**src/rtl/asf_pkg.sv**
```systemverilog
// Purpose: Shared constants for the ALU status flag block
// Assumes: 8-bit ALU, AHB-Lite register access with 32-bit data
// Notes: Register offsets are byte addresses
package asf_pkg;
   // ==========================================
   // Register map
   localparam logic [7:0] ASF_FLAGS_OFS = 8'h00;
   localparam logic [7:0] ASF_CTRL_OFS = 8'h04;
   localparam logic [7:0] ASF_OPER_OFS = 8'h08;
   localparam logic [7:0] ASF_RES_OFS = 8'h0C;
   // ==========================================
   // Flag bit positions
   localparam int ASF_C_BIT = 0;
   localparam int ASF_NIBBLE_CARRY_BIT = 1;
   localparam int ASF_Z_BIT = 2;
   localparam int ASF_SIGNED_WRAP_BIT = 3;
   localparam int ASF_N_BIT = 4;
   localparam logic [7:0] ASF_FLAG_MASK = 8'h1F;
   localparam logic [7:0] ASF_CTRL_RESET = 8'h00;
   localparam logic [31:0] ASF_ZERO_WORD = 32'h0000_0000;
   // ==========================================
   // Operations
   typedef enum logic [3:0] {
      ASF_OP_NONE,
      ASF_OP_ADD_REG_TO_W,
      ASF_OP_ADD_LITERAL_TO_W,
      ASF_OP_SUB_W_FROM_REG,
      ASF_OP_SUB_W_FROM_LITERAL,
      ASF_OP_AND,
      ASF_OP_ROTATE_RIGHT,
      ASF_OP_ROTATE_LEFT,
      ASF_OP_ZERO_REG,
      ASF_OP_BIT_CLEAR,
      ASF_OP_BIT_SET,
      ASF_OP_NIBBLE_EXCHANGE,
      ASF_OP_W_TO_REG_MOVE,
      ASF_OP_REG_TO_REG_MOVE
   } asf_op_t;
   typedef enum logic [2:0] {
      ASF_AM_INHERENT,
      ASF_AM_LITERAL,
      ASF_AM_DIRECT,
      ASF_AM_INDIRECT,
      ASF_AM_INDEXED_LIT
   } asf_amode_t;
endpackage

```
**src/rtl/asf_alu.sv**
```systemverilog
// Purpose: Combinational 8-bit ALU with flag outputs
// Assumes: Operands are stable for the whole cycle
// Notes: Subtraction adds the two's complement of the subtrahend
`timescale 1ns/100ps
module asf_alu
   import asf_pkg::*;
(
   input wire asf_op_t op_in,
   input wire logic [7:0] a_in,
   input wire logic [7:0] b_in,
   input wire logic [7:0] w_in,
   output logic [7:0] res_out,
   output logic [4:0] flags_out,
   output logic [4:0] upd_out
);
   logic [8:0] sum;
   logic [4:0] nib;
   logic [7:0] x;
   logic [7:0] y;
   always_comb begin
      x = a_in;
      y = w_in;
      if (op_in == ASF_OP_ADD_LITERAL_TO_W || op_in == ASF_OP_SUB_W_FROM_LITERAL) begin
         x = b_in;
      end
      if (op_in == ASF_OP_SUB_W_FROM_REG || op_in == ASF_OP_SUB_W_FROM_LITERAL) begin
         y = ~w_in;
      end
      sum = {1'b0, x} + {1'b0, y};
      nib = {1'b0, x[3:0]} + {1'b0, y[3:0]};
      if (op_in == ASF_OP_SUB_W_FROM_REG || op_in == ASF_OP_SUB_W_FROM_LITERAL) begin
         sum = sum + 9'h001;
         nib = nib + 5'h01;
      end
      res_out = sum[7:0];
      flags_out = 5'h00;
      upd_out = 5'h00;
      case (op_in)
         ASF_OP_ADD_REG_TO_W, ASF_OP_ADD_LITERAL_TO_W,
         ASF_OP_SUB_W_FROM_REG, ASF_OP_SUB_W_FROM_LITERAL: begin
            flags_out[ASF_C_BIT] = sum[8];
            flags_out[ASF_NIBBLE_CARRY_BIT] = nib[4];
            flags_out[ASF_SIGNED_WRAP_BIT] = (x[7] == y[7]) && (sum[7] != x[7]);
            upd_out = 5'h1F;
         end
         ASF_OP_AND: begin
            res_out = a_in & w_in;
            upd_out[ASF_Z_BIT] = 1'b1;
            upd_out[ASF_N_BIT] = 1'b1;
         end
         ASF_OP_ROTATE_RIGHT: begin
            res_out = {a_in[0], a_in[7:1]};
            flags_out[ASF_C_BIT] = a_in[0];
            flags_out[ASF_NIBBLE_CARRY_BIT] = a_in[4];
            upd_out[ASF_C_BIT] = 1'b1;
            upd_out[ASF_NIBBLE_CARRY_BIT] = 1'b1;
         end
         ASF_OP_ROTATE_LEFT: begin
            res_out = {a_in[6:0], a_in[7]};
            flags_out[ASF_C_BIT] = a_in[7];
            flags_out[ASF_NIBBLE_CARRY_BIT] = a_in[3];
            upd_out[ASF_C_BIT] = 1'b1;
            upd_out[ASF_NIBBLE_CARRY_BIT] = 1'b1;
         end
         ASF_OP_ZERO_REG: begin
            res_out = 8'h00;
            upd_out[ASF_Z_BIT] = 1'b1;
         end
         ASF_OP_BIT_CLEAR: res_out = a_in & ~b_in;
         ASF_OP_BIT_SET: res_out = a_in | b_in;
         ASF_OP_NIBBLE_EXCHANGE: res_out = {a_in[3:0], a_in[7:4]};
         ASF_OP_W_TO_REG_MOVE: res_out = w_in;
         ASF_OP_REG_TO_REG_MOVE: res_out = a_in;
         default: res_out = a_in;
      endcase
      if (upd_out[ASF_Z_BIT]) begin
         flags_out[ASF_Z_BIT] = (res_out == 8'h00);
      end
      if (upd_out[ASF_N_BIT]) begin
         flags_out[ASF_N_BIT] = res_out[7];
      end
   end
endmodule // asf_alu

```
**src/rtl/asf_top.sv**
```systemverilog
// Purpose: Status flag register of an 8-bit core ALU, driven over AHB-Lite
// Assumes: Single word transfers, OKAY response only
// Notes: An operation issued by a write to OPER executes in the data phase
`timescale 1ns/100ps
module asf_top
   import asf_pkg::*;
(
   input wire logic CORE_CLK_IN,
   input wire logic RESETN_IN,
   input wire logic HSEL_IN,
   input wire logic [7:0] HADDR_IN,
   input wire logic [1:0] HTRANS_IN,
   input wire logic HWRITE_IN,
   input wire logic [2:0] HSIZE_IN,
   input wire logic [31:0] HWDATA_IN,
   input wire logic HREADY_IN,
   output logic [31:0] HRDATA_OUT,
   output logic HREADYOUT_OUT,
   output logic HRESP_OUT,
   output logic [7:0] FLAGS_OUT,
   output logic MODE_ERR_OUT
);
   // ==========================================
   // Bus address phase capture
   logic wr_r;
   logic rd_r;
   logic [7:0] addr_r;
   logic [7:0] status_r;
   logic [7:0] ctrl_r;
   logic [7:0] res_r;
   logic [31:0] rdata_r;
   logic [7:0] flags_pin_r;
   logic ready_r;
   logic resp_r;
   logic mode_err_r;
   logic [7:0] w_r;
   logic [1:0] rst_sync_r;
   logic rst_n;
   // ==========================================
   // Reset release
   // Pin asserts at once but releases on the clock, two flops deep
   always_ff @(posedge CORE_CLK_IN or negedge RESETN_IN) begin
      if (!RESETN_IN) begin
         rst_sync_r <= 2'h0;
      end else begin
         rst_sync_r <= {rst_sync_r[0], 1'b1};
      end
   end
   assign rst_n = rst_sync_r[1];
   wire take = HSEL_IN && HREADY_IN && HTRANS_IN[1];
   always_ff @(posedge CORE_CLK_IN or negedge rst_n) begin
      if (!rst_n) begin
         wr_r <= 1'b0;
         rd_r <= 1'b0;
         addr_r <= 8'h00;
      end else begin
         wr_r <= take && HWRITE_IN;
         rd_r <= take && !HWRITE_IN;
         addr_r <= HADDR_IN;
      end
   end
   // ==========================================
   // Operation decode from OPER write
   // OPER word: [3:0] op, [6:4] mode, [7] dest is flag reg, [15:8] literal/mask,
   // [23:16] register operand, [24] source is flag reg
   wire oper_wr = wr_r && (addr_r == ASF_OPER_OFS);
   asf_op_t op;
   asf_amode_t am;
   logic dst_flags;
   logic src_flags;
   logic ext_isa_en;
   logic mode_ok;
   logic [7:0] a_opnd;
   always_comb begin
      op = asf_op_t'(HWDATA_IN[3:0]);
      am = asf_amode_t'(HWDATA_IN[6:4]);
      dst_flags = HWDATA_IN[7];
      src_flags = HWDATA_IN[24];
      ext_isa_en = ctrl_r[0];
      a_opnd = src_flags ? status_r : HWDATA_IN[23:16];
      mode_ok = 1'b0;
      // Fixed mode per op; other byte ops choose direct, indirect or, only with ctrl_r[0] set, indexed
      case (op)
         ASF_OP_NONE: mode_ok = (am == ASF_AM_INHERENT);
         ASF_OP_ADD_LITERAL_TO_W, ASF_OP_SUB_W_FROM_LITERAL: mode_ok = (am == ASF_AM_LITERAL);
         ASF_OP_REG_TO_REG_MOVE: mode_ok = (am == ASF_AM_DIRECT);
         default: begin
            mode_ok = (am == ASF_AM_DIRECT) || (am == ASF_AM_INDIRECT)
               || ((am == ASF_AM_INDEXED_LIT) && ext_isa_en);
         end
      endcase
      if (op > ASF_OP_REG_TO_REG_MOVE) begin
         mode_ok = 1'b0;
      end
   end
   logic [7:0] alu_res;
   logic [4:0] alu_flags;
   logic [4:0] alu_upd;
   asf_alu u_alu (
      .op_in(op),
      .a_in(a_opnd),
      .b_in(HWDATA_IN[15:8]),
      .w_in(w_r),
      .res_out(alu_res),
      .flags_out(alu_flags),
      .upd_out(alu_upd)
   );
   wire exec = oper_wr && mode_ok;
   // ==========================================
   // Flag register
   logic [7:0] status_nxt;
   always_comb begin
      status_nxt = status_r;
      if (exec) begin
         if (dst_flags) begin
            // Result lands only in flag bits not updated by the op
            status_nxt = (alu_res & ~{3'b000, alu_upd}) & ASF_FLAG_MASK;
            status_nxt = status_nxt | ({3'b000, alu_flags & alu_upd});
            status_nxt = status_nxt | (status_r & ~ASF_FLAG_MASK);
            if (op == ASF_OP_ZERO_REG) begin
               status_nxt = status_r | 8'h04;
            end
         end else begin
            status_nxt = (status_r & ~{3'b000, alu_upd})
               | {3'b000, alu_flags & alu_upd};
         end
      end else if (wr_r && addr_r == ASF_FLAGS_OFS) begin
         status_nxt = HWDATA_IN[7:0];
      end
      status_nxt = status_nxt & ASF_FLAG_MASK;
   end
   // No reset on the flags: they stay unknown until first written
   always_ff @(posedge CORE_CLK_IN) begin
      status_r <= status_nxt;
   end
   // ==========================================
   // Working register, control and result
   always_ff @(posedge CORE_CLK_IN or negedge rst_n) begin
      if (!rst_n) begin
         ctrl_r <= ASF_CTRL_RESET;
         res_r <= 8'h00;
         w_r <= 8'h00;
         mode_err_r <= 1'b0;
      end else begin
         if (wr_r && addr_r == ASF_CTRL_OFS) begin
            ctrl_r <= {7'h00, HWDATA_IN[0]};
            w_r <= HWDATA_IN[15:8];
         end
         if (oper_wr) begin
            mode_err_r <= !mode_ok;
         end
         if (exec) begin
            res_r <= alu_res;
            if (!dst_flags && op != ASF_OP_REG_TO_REG_MOVE) begin
               w_r <= alu_res;
            end
         end
      end
   end
   // ==========================================
   // Read data
   always_ff @(posedge CORE_CLK_IN or negedge rst_n) begin
      if (!rst_n) begin
         rdata_r <= ASF_ZERO_WORD;
      end else if (take && !HWRITE_IN) begin
         if (HADDR_IN == ASF_FLAGS_OFS) begin
            rdata_r <= {24'h000000, status_nxt};
         end else if (HADDR_IN == ASF_CTRL_OFS) begin
            rdata_r <= {16'h0000, w_r, ctrl_r};
         end else if (HADDR_IN == ASF_RES_OFS) begin
            rdata_r <= {23'h000000, mode_err_r, res_r};
         end else begin
            rdata_r <= ASF_ZERO_WORD;
         end
      end
   end
   // ==========================================
   // Output flops
   // Ready and response never vary, but still leave from flops
   always_ff @(posedge CORE_CLK_IN or negedge rst_n) begin
      if (!rst_n) begin
         flags_pin_r <= 8'h00;
         ready_r <= 1'b1;
         resp_r <= 1'b0;
      end else begin
         flags_pin_r <= status_nxt;
         ready_r <= 1'b1;
         resp_r <= 1'b0;
      end
   end
   assign HRDATA_OUT = rdata_r;
   assign HREADYOUT_OUT = ready_r;
   assign HRESP_OUT = resp_r;
   assign FLAGS_OUT = flags_pin_r;
   assign MODE_ERR_OUT = mode_err_r;
   // ==========================================
   // Checks
   upper_zero_a: assert property (@(posedge CORE_CLK_IN) disable iff (!rst_n)
      FLAGS_OUT[7:5] == 3'b000) else $error("upper flag bits set");
   clr_sets_z_a: assert property (@(posedge CORE_CLK_IN) disable iff (!rst_n)
      exec && dst_flags && op == ASF_OP_ZERO_REG |=> status_r[ASF_Z_BIT]
      && status_r[1:0] == $past(status_r[1:0])) else $error("zero op flag wrong");
   blocked_wr_a: assert property (@(posedge CORE_CLK_IN) disable iff (!rst_n)
      exec && dst_flags && alu_upd == 5'h1F |=> status_r[4:0] == $past(alu_flags))
      else $error("flag write not blocked");
   zero_flag_a: assert property (@(posedge CORE_CLK_IN) disable iff (!rst_n)
      exec && alu_upd[ASF_Z_BIT] && op != ASF_OP_ZERO_REG
      |=> status_r[ASF_Z_BIT] == ($past(alu_res) == 8'h00)) else $error("zero flag");
   neg_flag_a: assert property (@(posedge CORE_CLK_IN) disable iff (!rst_n)
      exec && alu_upd[ASF_N_BIT] |=> status_r[ASF_N_BIT] == $past(alu_res[7]))
      else $error("negative flag");
   hold_flags_a: assert property (@(posedge CORE_CLK_IN) disable iff (!rst_n)
      exec && !dst_flags && alu_upd == 5'h00 |=> $stable(status_r))
      else $error("flags changed");
   rot_carry_a: assert property (@(posedge CORE_CLK_IN) disable iff (!rst_n)
      exec && op == ASF_OP_ROTATE_LEFT && !dst_flags |=> status_r[1:0]
      == {$past(a_opnd[3]), $past(a_opnd[7])}) else $error("rotate carry");
   idx_gate_a: assert property (@(posedge CORE_CLK_IN) disable iff (!rst_n)
      oper_wr && am == ASF_AM_INDEXED_LIT && !ctrl_r[0] |=> mode_err_r)
      else $error("indexed mode accepted");
   sub_borrow_a: assert property (@(posedge CORE_CLK_IN) disable iff (!rst_n)
      exec && !dst_flags && op == ASF_OP_SUB_W_FROM_REG
      |=> status_r[ASF_C_BIT] == ($past(a_opnd) >= $past(w_r))) else $error("borrow");
   add_wrap_a: assert property (@(posedge CORE_CLK_IN) disable iff (!rst_n)
      exec && !dst_flags && op == ASF_OP_ADD_REG_TO_W |=> status_r[ASF_SIGNED_WRAP_BIT]
      == ($past(a_opnd[7]) == $past(w_r[7]) && $past(alu_res[7]) != $past(a_opnd[7])))
      else $error("signed wrap flag");
   add_carry_a: assert property (@(posedge CORE_CLK_IN) disable iff (!rst_n)
      exec && !dst_flags && op == ASF_OP_ADD_REG_TO_W
      |=> status_r[ASF_C_BIT] == (({1'b0, $past(a_opnd)} + {1'b0, $past(w_r)}) >= 9'h100)
      && status_r[ASF_NIBBLE_CARRY_BIT]
      == (({1'b0, $past(a_opnd[3:0])} + {1'b0, $past(w_r[3:0])}) >= 5'h10))
      else $error("add carries");
   direct_wr_a: assert property (@(posedge CORE_CLK_IN) disable iff (!rst_n)
      wr_r && addr_r == ASF_FLAGS_OFS
      |=> status_r == ($past(HWDATA_IN[7:0]) & ASF_FLAG_MASK))
      else $error("direct flag write");
   refused_hold_a: assert property (@(posedge CORE_CLK_IN) disable iff (!rst_n)
      oper_wr && !mode_ok |=> $stable(status_r) && mode_err_r)
      else $error("refused op ran");
   lit_mode_a: assert property (@(posedge CORE_CLK_IN) disable iff (!rst_n)
      oper_wr && op == ASF_OP_ADD_LITERAL_TO_W && am != ASF_AM_LITERAL |=> mode_err_r)
      else $error("literal op mode");
   flag_pin_a: assert property (@(posedge CORE_CLK_IN) disable iff (!rst_n)
      exec && alu_upd == 5'h1F |=> FLAGS_OUT[4:0] == status_r[4:0])
      else $error("flag port");
endmodule // asf_top

```
**config.mk**
```make
export PLATFORM = sky130hd
export DESIGN_NAME = asf_top
export DESIGN_NICKNAME = d
export VERILOG_FILES = /design/src/rtl/asf_pkg.sv /design/src/rtl/asf_alu.sv /design/src/rtl/asf_top.sv
export SDC_FILE = /design/constraint.sdc
export NUM_CORES = 1
export LEC_CHECK = 0
export BUFFER_PORTS_ARGS = -buffer_cell sky130_fd_sc_hd__buf_4
export CORE_MARGIN = 2
export CORE_UTILIZATION = 45
export DETAILED_ROUTE_END_ITERATION = 8
export PLACE_DENSITY = 0.68
export SLEW_MARGIN = 25
export SYNTH_ARGS = -nofsm -noshare
export SYNTH_HDL_FRONTEND = slang
export SYNTH_SLANG_ARGS = --single-unit
```
**constraint.sdc**
```tcl
create_clock -name CORE_CLK_IN -period 2.2 [get_ports CORE_CLK_IN]
set_clock_uncertainty 0.2 [all_clocks]
set_input_delay 0.11 -clock CORE_CLK_IN [delete_from_list [all_inputs] [get_ports CORE_CLK_IN]]
set_output_delay 0.11 -clock CORE_CLK_IN [all_outputs]
set_load 0.05 [all_outputs]
```
==> results of run 1 <==
## power breakdown
| part | internal (mW) | leakage (nW) | switching [mW] |
|---|---|---|---|
| clock | 0.235 | 0.0463 | 0.353 |
| combinational | 0.883 | 2.30 | 1.06 |
| sequential | 1.07 | 0.678 | 0.0548 |
| total | 2.19 | 3.02 | 1.47 |
## cells in the mapped netlist (all sizes together) (8+ instances only)
master | n | area [µm²]
a211oi | 8 | 60.1
a21oi | 38 | 190
a22o | 9 | 78.8
buf | 35 | 223
clkbuf | 21 | 78.8
dfrtp | 50 | 1250
ha | 9 | 113
inv | 11 | 41.3
mux2 | 15 | 169
mux2i | 10 | 100
nand2 | 50 | 188
nand2b | 10 | 62.6
nand3 | 18 | 90.1
nor2 | 42 | 158
nor2b | 11 | 68.8
nor3 | 11 | 66.3
o21ai | 41 | 205
o22ai | 8 | 50.1
xnor2 | 15 | 131
xor2 | 9 | 78.8
## critical path, stage by stage (launching register included)
cell and delay, ps:
dfrtp_2 460, xnor2_2 170, ha_4 180, fa_2 400
a211o_1 340, a2111oi_2 320, nand3b_1 210, nand4_1 180
xnor2_2 200, a211oi_2 250, nand3_1 140, a221oi_2 280
o21ai_1 100
## area by class of cell
type | instances | area (µm²) | share of cell area
well taps | 133 | 166 | 0.0251
inverters | 11 | 41.3 | 0.00622
multi-input cells | 437 | 3190 | 0.480
flip-flops and latches | 55 | 1360 | 0.204
repair buffers | 225 | 1790 | 0.270
clock buffers | 5 | 68.8 | 0.0104
clock inverters | 3 | 27.5 | 0.00415
## metal layers
metal	wire (µm)	GRT usage
met1	6980	0.419
met2	8280	0.539
met5	0	0
met4	682	0.105
met3	1280	0.0536
## kinds of logic after synthesis
logic type      synth area share
compound gates             0.249
fa+ha+maj                 0.0302
xor+xnor                  0.0479
other cells              0.00171
flops                      0.308
buf+inv                   0.0781
mux                       0.0613
simple gates               0.224
## registers in the layout, summed over array words and instances (netlist names)
name and count:
FLAGS_OUT 5, HRDATA_OUT 16, MODE_ERR_OUT 1, addr_r 8
ctrl_r 1, res_r 8, rst_sync_r 2, status_r 5
w_r 8, wr_r 1
## metrics by stage
stage          hold WS, ps  total power, mW
2_1_floorplan         -386             2.08
3_3_place_gp          -307             2.73
3_5_place_dp          -306             2.78
4_1_cts               34.0             3.49
5_1_grt               50.4             3.83
6_report              38.8             3.66
## what timing repair did
item / in CTS / in global routing
resized for setup: 43 / 28
hold buffers: 12 / 0
endpoints found under the setup margin: 32 / 33
hold endpoints to repair: 12 / 0
buffers inserted: 5 / 5
gates cloned: 1 / 1
pin swaps: 20 / 12
## worst max-delay path by stage
stage / start / end / cells past startpoint
2_1_floorplan: HWDATA_IN[1] / HRDATA_OUT[0] / 19
3_3_place_gp: HWDATA_IN[1] / HRDATA_OUT[3] / 15
3_5_place_dp: HWDATA_IN[1] / HRDATA_OUT[3] / 16
4_1_cts: status_r[0] / HRDATA_OUT[3] / 13
5_1_grt: status_r[0] / FLAGS_OUT[4] / 13
6_report: w_r[0] / HRDATA_OUT[4] / 12
## cell usage in the layout, fill, tap and decap left out, drive strengths merged, types with 4 or more instances in the layout
cell / count
dlygate4sd3: 12
or4b: 4
conb: 22
buf: 213
a31oi: 6
nor2b: 11
dfxtp: 5
clkbuf: 5
xor2: 9
xnor2: 15
a22o: 9
a211oi: 8
and3: 7
o22ai: 8
a221oi: 4
a21oi: 38
a22oi: 4
dfrtp: 50
o21a: 5
nand2: 50
nor2: 42
or3: 5
mux2: 15
ha: 9
nand2b: 10
a221o: 5
inv: 12
o31ai: 7
mux2i: 10
nor4: 4
nand3: 18
nor4b: 4
nor3: 11
nand4: 7
o21ai: 41
==> results.yml, run 1 <==
worst_hold_path:
  holdPathStages: 4
  hold_path_end: "w_r[3]"
  hp-class: "in2reg"
  hold_start: "HWDATA_IN[11]"
clocking:
  clk_latency_ps: 310
  htree_levels: 2
  cts_buffers: 5
  path_clk_slew_ps: 110
  cts-root-buf: "clkbuf_8"
  cts_buffer_depth: 2
  cts.sinks: 55
  tritoncts: "done"
setup_path:
  timing.critical_path.from_type: "register"
  r2r_start: "w_r[0]"
  rrSetupSlack_ps: -1340
  end_kind: "register"
  criticalPathCategory: "reg2reg"
  cp.required_ps: 2200
  critPathMaxFanout: 3
  rr_worst_depth: 12
  worst_r2r_endpoint: "HRDATA_OUT[4]"
  arrival_ps: 3540
timing:
  rsz0062_at_grt: "yes"
  relSlewSlack: 0.593
  hold_viol: 0
  fin_ws_ps: -1340
  period_share: 1.61
  setup_viol: 32
  period_needed_ps: 3540
  final_max_slew_viol_count: 0
  fmax_mhz: 282
  worstMarginPinSlew_ps: 609
  setup-tns-final_ps: -31430
route:
  wl_mm: 17.2
  avgViaCountPerCell: 5.84
  vias: 5073
  drc: 2
  drt-pass1-iter-count: 7
  wl_per_cell_um: 19.8
  drt_first_iter_violations: 453
  antenna_left: 0
global_route:
  antenna_found_initial: 0
  grt_pass1_vias: 4744
  gr-total-overflow: 0
  grt_first_pass_wirelength_mm: 25.7
  grtUsageTotal: 0.320
  grt_max_degree: 50
finish:
  final_cells: 869
  nFillCells: 788
  fin_nets: 795
  drive_gt1_frac: 0.417
  stdcell_area_um2: 6640
  areaGrowthSynthToFinish_pct: 51.1
  utilization: 0.688
  insertedDiodeCount: 0
logic_synthesis:
  synth-edff-count: 0
  ys_types: 67
  synthArstFlopShare: 0.909
  ys_ff_latch: 55
  yosysWarnings: 0
  seq_area_frac_synth: 0.308
  ys.flop_type: "dfrtp_1"
  avgSynthCellArea_um2: 8.16
  syn_area_um2: 4390
  synthCells: 538
floorplanning:
  std_cell_rows: 36
  ios: 93
  initial_core_util: 0.455
  die_y_um: 103
  dieWidth_um: 103
  core_area_um2: 9640
  die-area_um2: 10600
power_and_ir_drop:
  p_leak_nw: 3.02
  irDropWorstVdd_v: 0.000376
  p_per_area_nw_per_um2: 551
placement:
  dpl_cell_area_um2: 5960
  place_hpwl_mm: 12.8
  pre_cts_ws_ps: -1580
  port_buffers: 60
  gp_congestion: 0.989
  place_inst: 837
outcome:
  violations: "DRC, setup timing"
  status: "finished with violations"
run:
  drv_cap: 0
No activity file was read; power rests on OpenSTA's default activity.
==> inputs of run 2 (changes only) <==
--- a/config.mk
+++ b/config.mk
@@ -10,6 +10,7 @@
 export CORE_UTILIZATION = 45
 export DETAILED_ROUTE_END_ITERATION = 8
 export PLACE_DENSITY = 0.68
+export REMOVE_ABC_BUFFERS = 1
 export SLEW_MARGIN = 25
 export SYNTH_ARGS = -nofsm -noshare
 export SYNTH_HDL_FRONTEND = slang
==> results.yml, run 2 (synthesized netlist as in run 1, its figures left out) <==
run:
  drv_cap: 0
power_and_ir_drop:
  finalPower_mw: 3.77
  p_per_area_nw_per_um2: 554
  irDropWorstVdd_v: 0.000358
  p_leak_nw: 3.10
timing:
  rsz0062_at_grt: "yes"
  fin_ws_ps: -1260
  setup-tns-final_ps: -29510
  setup_viol: 33
  period_needed_ps: 3460
  relSlewSlack: 0.617
  period_share: 1.57
  hold_viol: 0
  final_max_slew_viol_count: 0
  worstMarginPinSlew_ps: 574
  fmax_mhz: 289
global_route:
  grtUsageTotal: 0.321
  grt_pass1_vias: 4925
  antenna_found_initial: 0
  grt_first_pass_wirelength_mm: 25.9
  grt_max_degree: 47
  gr-total-overflow: 0
finish:
  largest_reg_flops: 16
  fin_nets: 801
  insertedDiodeCount: 0
  layout.cells.most_common_list: "198 x buf_4, 48 x dfrtp_1, 48 x nand2_1"
  stdcell_area_um2: 6800
  final_common_cell: "buf_4"
  areaGrowthSynthToFinish_pct: 54.8
  final_cells: 875
  drive_gt1_frac: 0.439
  nFillCells: 799
worst_hold_path:
  hp-class: "reg2async"
placement:
  dpl_cell_area_um2: 5920
  place_hpwl_mm: 12.3
  port_buffers: 60
  gp_congestion: 1.00
  pre_cts_ws_ps: -1850
  place_inst: 841
clocking:
  htree_levels: 2
  clk_latency_ps: 330
  path_clk_slew_ps: 110
  cts.sinks: 55
  cts_buffers: 5
  cts_buffer_depth: 2
  tritoncts: "done"
  cts-root-buf: "clkbuf_8"
route:
  wl_mm: 16.9
  vias: 5000
  drc: 0
  drt-pass1-iter-count: 5
  antenna_left: 0
  drt_first_iter_violations: 436
  wl_per_cell_um: 19.3
  avgViaCountPerCell: 5.71
floorplanning:
  dieWidth_um: 103
  die_y_um: 103
  initial_core_util: 0.455
  die-area_um2: 10600
  std_cell_rows: 36
  core_area_um2: 9640
  ios: 93
outcome:
  violations: "setup timing"
  status: "finished with violations"
setup_path:
  crit_top_cell: "buf_4"
  cp.required_ps: 2210
  slowest_stage: "fa_2"
  criticalPathCategory: "in2reg"
  timing.critical_path.from_type: "primary input"
  critPathMaxFanout: 8
  end_kind: "register"
  arrival_ps: 3470
  cp_cell_sequence: "buf_4 > buf_4 > xor2_1 > nand2_1 > buf_4 > nor2_1 > a21oi_4 > fa_2 > a211o_1 > a2111oi_4 > nand3b_1 > nand4_1 > xnor2_2 > xor2_1 > a211oi_1 > a21oi_1 > a221o_1"
  critPathMaxStageDelay_ps: 370
## run 2: cell types whose count changed in the layout (fill, tap and decap cells not counted), sizes merged
| cell | before | now |
|---|---|---|
| inv | 12 | 11 |
| dlygate4sd3 | 12 | 13 |
| or4b | 4 | 3 |
| clkinv | 1 | 2 |
| buf | 213 | 219 |
## run 2: power breakdown
group          switching [mW]  total [mW]  internal [mW]
logic                    1.11        2.06          0.950
registers              0.0543        1.13           1.07
clock network           0.351       0.579          0.228
total                    1.52        3.77           2.25
## run 2: final timing paths
path | start | to | slack (ps) | cells after the start
worst max-delay path | HWDATA_IN[1] | HRDATA_OUT[3] | -1260 | 17
worst min-delay path | rst_sync_r[1] | w_r[3] | 60 | 0
worst max register to register | w_r[0] | HRDATA_OUT[3] | -1250 | 12
worst min register to register | rst_sync_r[1] | w_r[3] | 60 | 0
max in group asynchronous | rst_sync_r[1] | w_r[0] | 1180 | 1
min in group CORE_CLK_IN | HWDATA_IN[13] | w_r[5] | 60 | 4
## run 2: critical path: cells and delay by family
kind                       cells  cell delay, ps
AOI/OAI and AO/OA              6            1320
and+or+nand+nor                4             670
xor gates and xnor gates       3             540
buffers and inverters          3             450
adders and majority gates      1             370
## run 2: cell type report
cell class	count	area (µm²)	area share
inverters	11	41.3	0.00607
clock buffers	5	68.8	0.0101
well taps	133	166	0.0245
flip-flops and latches	55	1360	0.200
multi-input cells	436	3250	0.478
clock inverters	3	25.0	0.00368
repair buffers	232	1890	0.278
## run 2: stage by stage
stage          hold WS (ps)  utilization
6_report               61.0        0.705
5_1_grt                46.3        0.705
4_1_cts                47.3        0.684
3_5_place_dp           -306        0.614
3_3_place_gp           -307        0.614
2_1_floorplan          -386            -
## run 2: per-layer routing
layer | vias up | part of all wire | global-route usage
met4 | 0 | 0.049 | 0.139
met5 | - | 0 | 0
met2 | 219 | 0.50 | 0.570
met1 | 2386 | 0.39 | 0.396
met3 | 56 | 0.055 | 0.0332
li1 | 2339 | - | -
## run 2: what timing repair did
action                     CTS  global route
setup endpoints to repair   33            33
hold buffers                13             0
cloned                       1             0
buffers inserted            12             5
hold endpoints to repair    13             0
resized for setup           93            44
pin swaps                   30            24
==> inputs of run 3 (changes only) <==
--- a/config.mk
+++ b/config.mk
@@ -6,7 +6,7 @@
 export NUM_CORES = 1
 export LEC_CHECK = 0
 export BUFFER_PORTS_ARGS = -buffer_cell sky130_fd_sc_hd__buf_4
-export CORE_MARGIN = 2
+export CORE_MARGIN = 10
 export CORE_UTILIZATION = 45
 export DETAILED_ROUTE_END_ITERATION = 8
 export PLACE_DENSITY = 0.68
==> results.yml, run 3 (synthesized netlist as in run 1, its figures left out) <==
outcome:
  status: "finished with violations"
  violations: "setup timing"
route:
  vias: 4970
  drc: 0
  drt_first_iter_violations: 454
  avgViaCountPerCell: 5.77
  wl_per_cell_um: 20.3
  wl_mm: 17.5
  drt-pass1-iter-count: 5
  antenna_left: 0
setup_path:
  timing.critical_path.from_type: "register"
  r2r_start: "status_r[0]"
  criticalPathCategory: "reg2reg"
  cp_cell_sequence: "mux2i_4 > a21oi_4 > ha_4 > fa_2 > a211o_1 > a2111oi_4 > nand3b_1 > nand4_1 > xnor2_2 > xor2_1 > a211oi_2 > a21oi_2 > a221o_1"
  cp.required_ps: 2190
  arrival_ps: 3620
  end_kind: "register"
  rr_worst_depth: 13
  path_delay_family: "compound AO/OA/AOI/OAI gates"
  critPathMaxFanout: 3
  critPathLaunch: "status_r[0]"
  critPathMaxStageDelay_ps: 400
  slowest_stage: "fa_2"
  path_buf_inv: 0
  path_depth: 13
placement:
  port_buffers: 60
  dpl_cell_area_um2: 5740
  gp_congestion: 0.978
  pre_cts_ws_ps: -2040
  place_hpwl_mm: 12.7
timing:
  setup_viol: 31
  worstMarginPinSlew_ps: 585
  rsz0062_at_grt: "yes"
  fin_ws_ps: -1430
  relSlewSlack: 0.610
  period_needed_ps: 3630
  fmax_mhz: 276
  final_max_slew_viol_count: 0
  hold_ws_ps: 22.7
  hold_viol: 0
  period_share: 1.65
power_and_ir_drop:
  p_per_area_nw_per_um2: 574
  irDropWorstVdd_v: 0.000362
  p_leak_nw: 3.07
  finalPower_mw: 3.91
global_route:
  grt_pass1_vias: 5003
  grtUsageTotal: 0.229
  antenna_found_initial: 0
  grt_first_pass_wirelength_mm: 26.7
  gr-total-overflow: 0
  grt_max_degree: 50
worst_hold_path:
  hp-class: "in2reg"
  hold_start: "HWDATA_IN[11]"
  holdPathStages: 4
finish:
  areaGrowthSynthToFinish_pct: 55.2
  drive_gt1_frac: 0.442
  insertedDiodeCount: 0
  largest_reg_flops: 16
  stdcell_area_um2: 6810
  fin_nets: 792
  utilization: 0.727
  final_common_cell: "buf_4"
  layout.cells.most_common_list: "187 x buf_4, 48 x dfrtp_1, 47 x nand2_1"
  nFillCells: 699
run:
  drv_cap: 0
floorplanning:
  die-area_um2: 14100
  dieWidth_um: 119
  core_area_um2: 9370
  die_y_um: 119
  ios: 93
  std_cell_rows: 35
  initial_core_util: 0.468
clocking:
  cts_buffer_depth: 2
  cts_buffers: 5
  htree_levels: 2
  cts-root-buf: "clkbuf_8"
  path_clk_slew_ps: 100
  tritoncts: "done"
  cts.sinks: 55
  clk_latency_ps: 310
==> run 3: stage by stage <==
| step | setup TNS (ps) | instances |
|---|---|---|
| 2_1_floorplan | -39670 | 502 |
| 3_3_place_gp | -44810 | 819 |
| 3_5_place_dp | -47840 | 819 |
| 4_1_cts | -30640 | 851 |
| 5_1_grt | -36500 | 862 |
| 6_report | -33640 | 862 |
==> run 3: path summary, 6_finish.rpt <==
check,to,slack (ps)
worst max-delay path,HRDATA_OUT[3],-1430
max in group asynchronous,rst_sync_r[1],1200
worst min-delay path,w_r[3],20
min in group asynchronous,HRDATA_OUT[12],150
worst min register to register,HRDATA_OUT[12],150
worst max register to register,HRDATA_OUT[3],-1430
==> run 3: layout make-up <==
class                   count  area [µm²]  share of cell area
clock buffers               6        82.6              0.0121
flip-flops and latches     55        1360               0.200
clock inverters             2        35.0             0.00514
multi-input cells         436        3330               0.489
inverters                  11        41.3             0.00606
repair buffers            223        1800               0.265
well taps                 129         161              0.0237
==> run 3: power breakdown <==
part	internal (mW)	total (mW)	switching [mW]
clock network	0.368	0.682	0.313
registers	1.07	1.13	0.0588
logic	0.971	2.10	1.13
total	2.41	3.91	1.50
==> run 3: layer usage <==
| metal | up-vias | track usage | routed length [µm] |
|---|---|---|---|
| li1 | 2319 | - | - |
| met1 | 2360 | 0.290 | 7260 |
| met2 | 249 | 0.386 | 8540 |
| met3 | 42 | 0.0347 | 1150 |
| met4 | 0 | 0.0840 | 511 |
| met5 | - | 0 | 0 |
==> run 3: worst min-delay path: cells and delay by family <==
family	cells	cell delay [ps]
buffers and inverters	2	200
AO/OA/AOI/OAI	1	110
multiplexers	1	60
==> run 3: timing repair <==
action | CTS | global route
hold buffers | 12 | 0
cloned | 1 | 0
gates resized for setup | 101 | 54
setup buffers | 13 | 13
pin swaps | 37 | 22
hold endpoints to repair | 12 | 0
setup endpoints to repair | 33 | 33
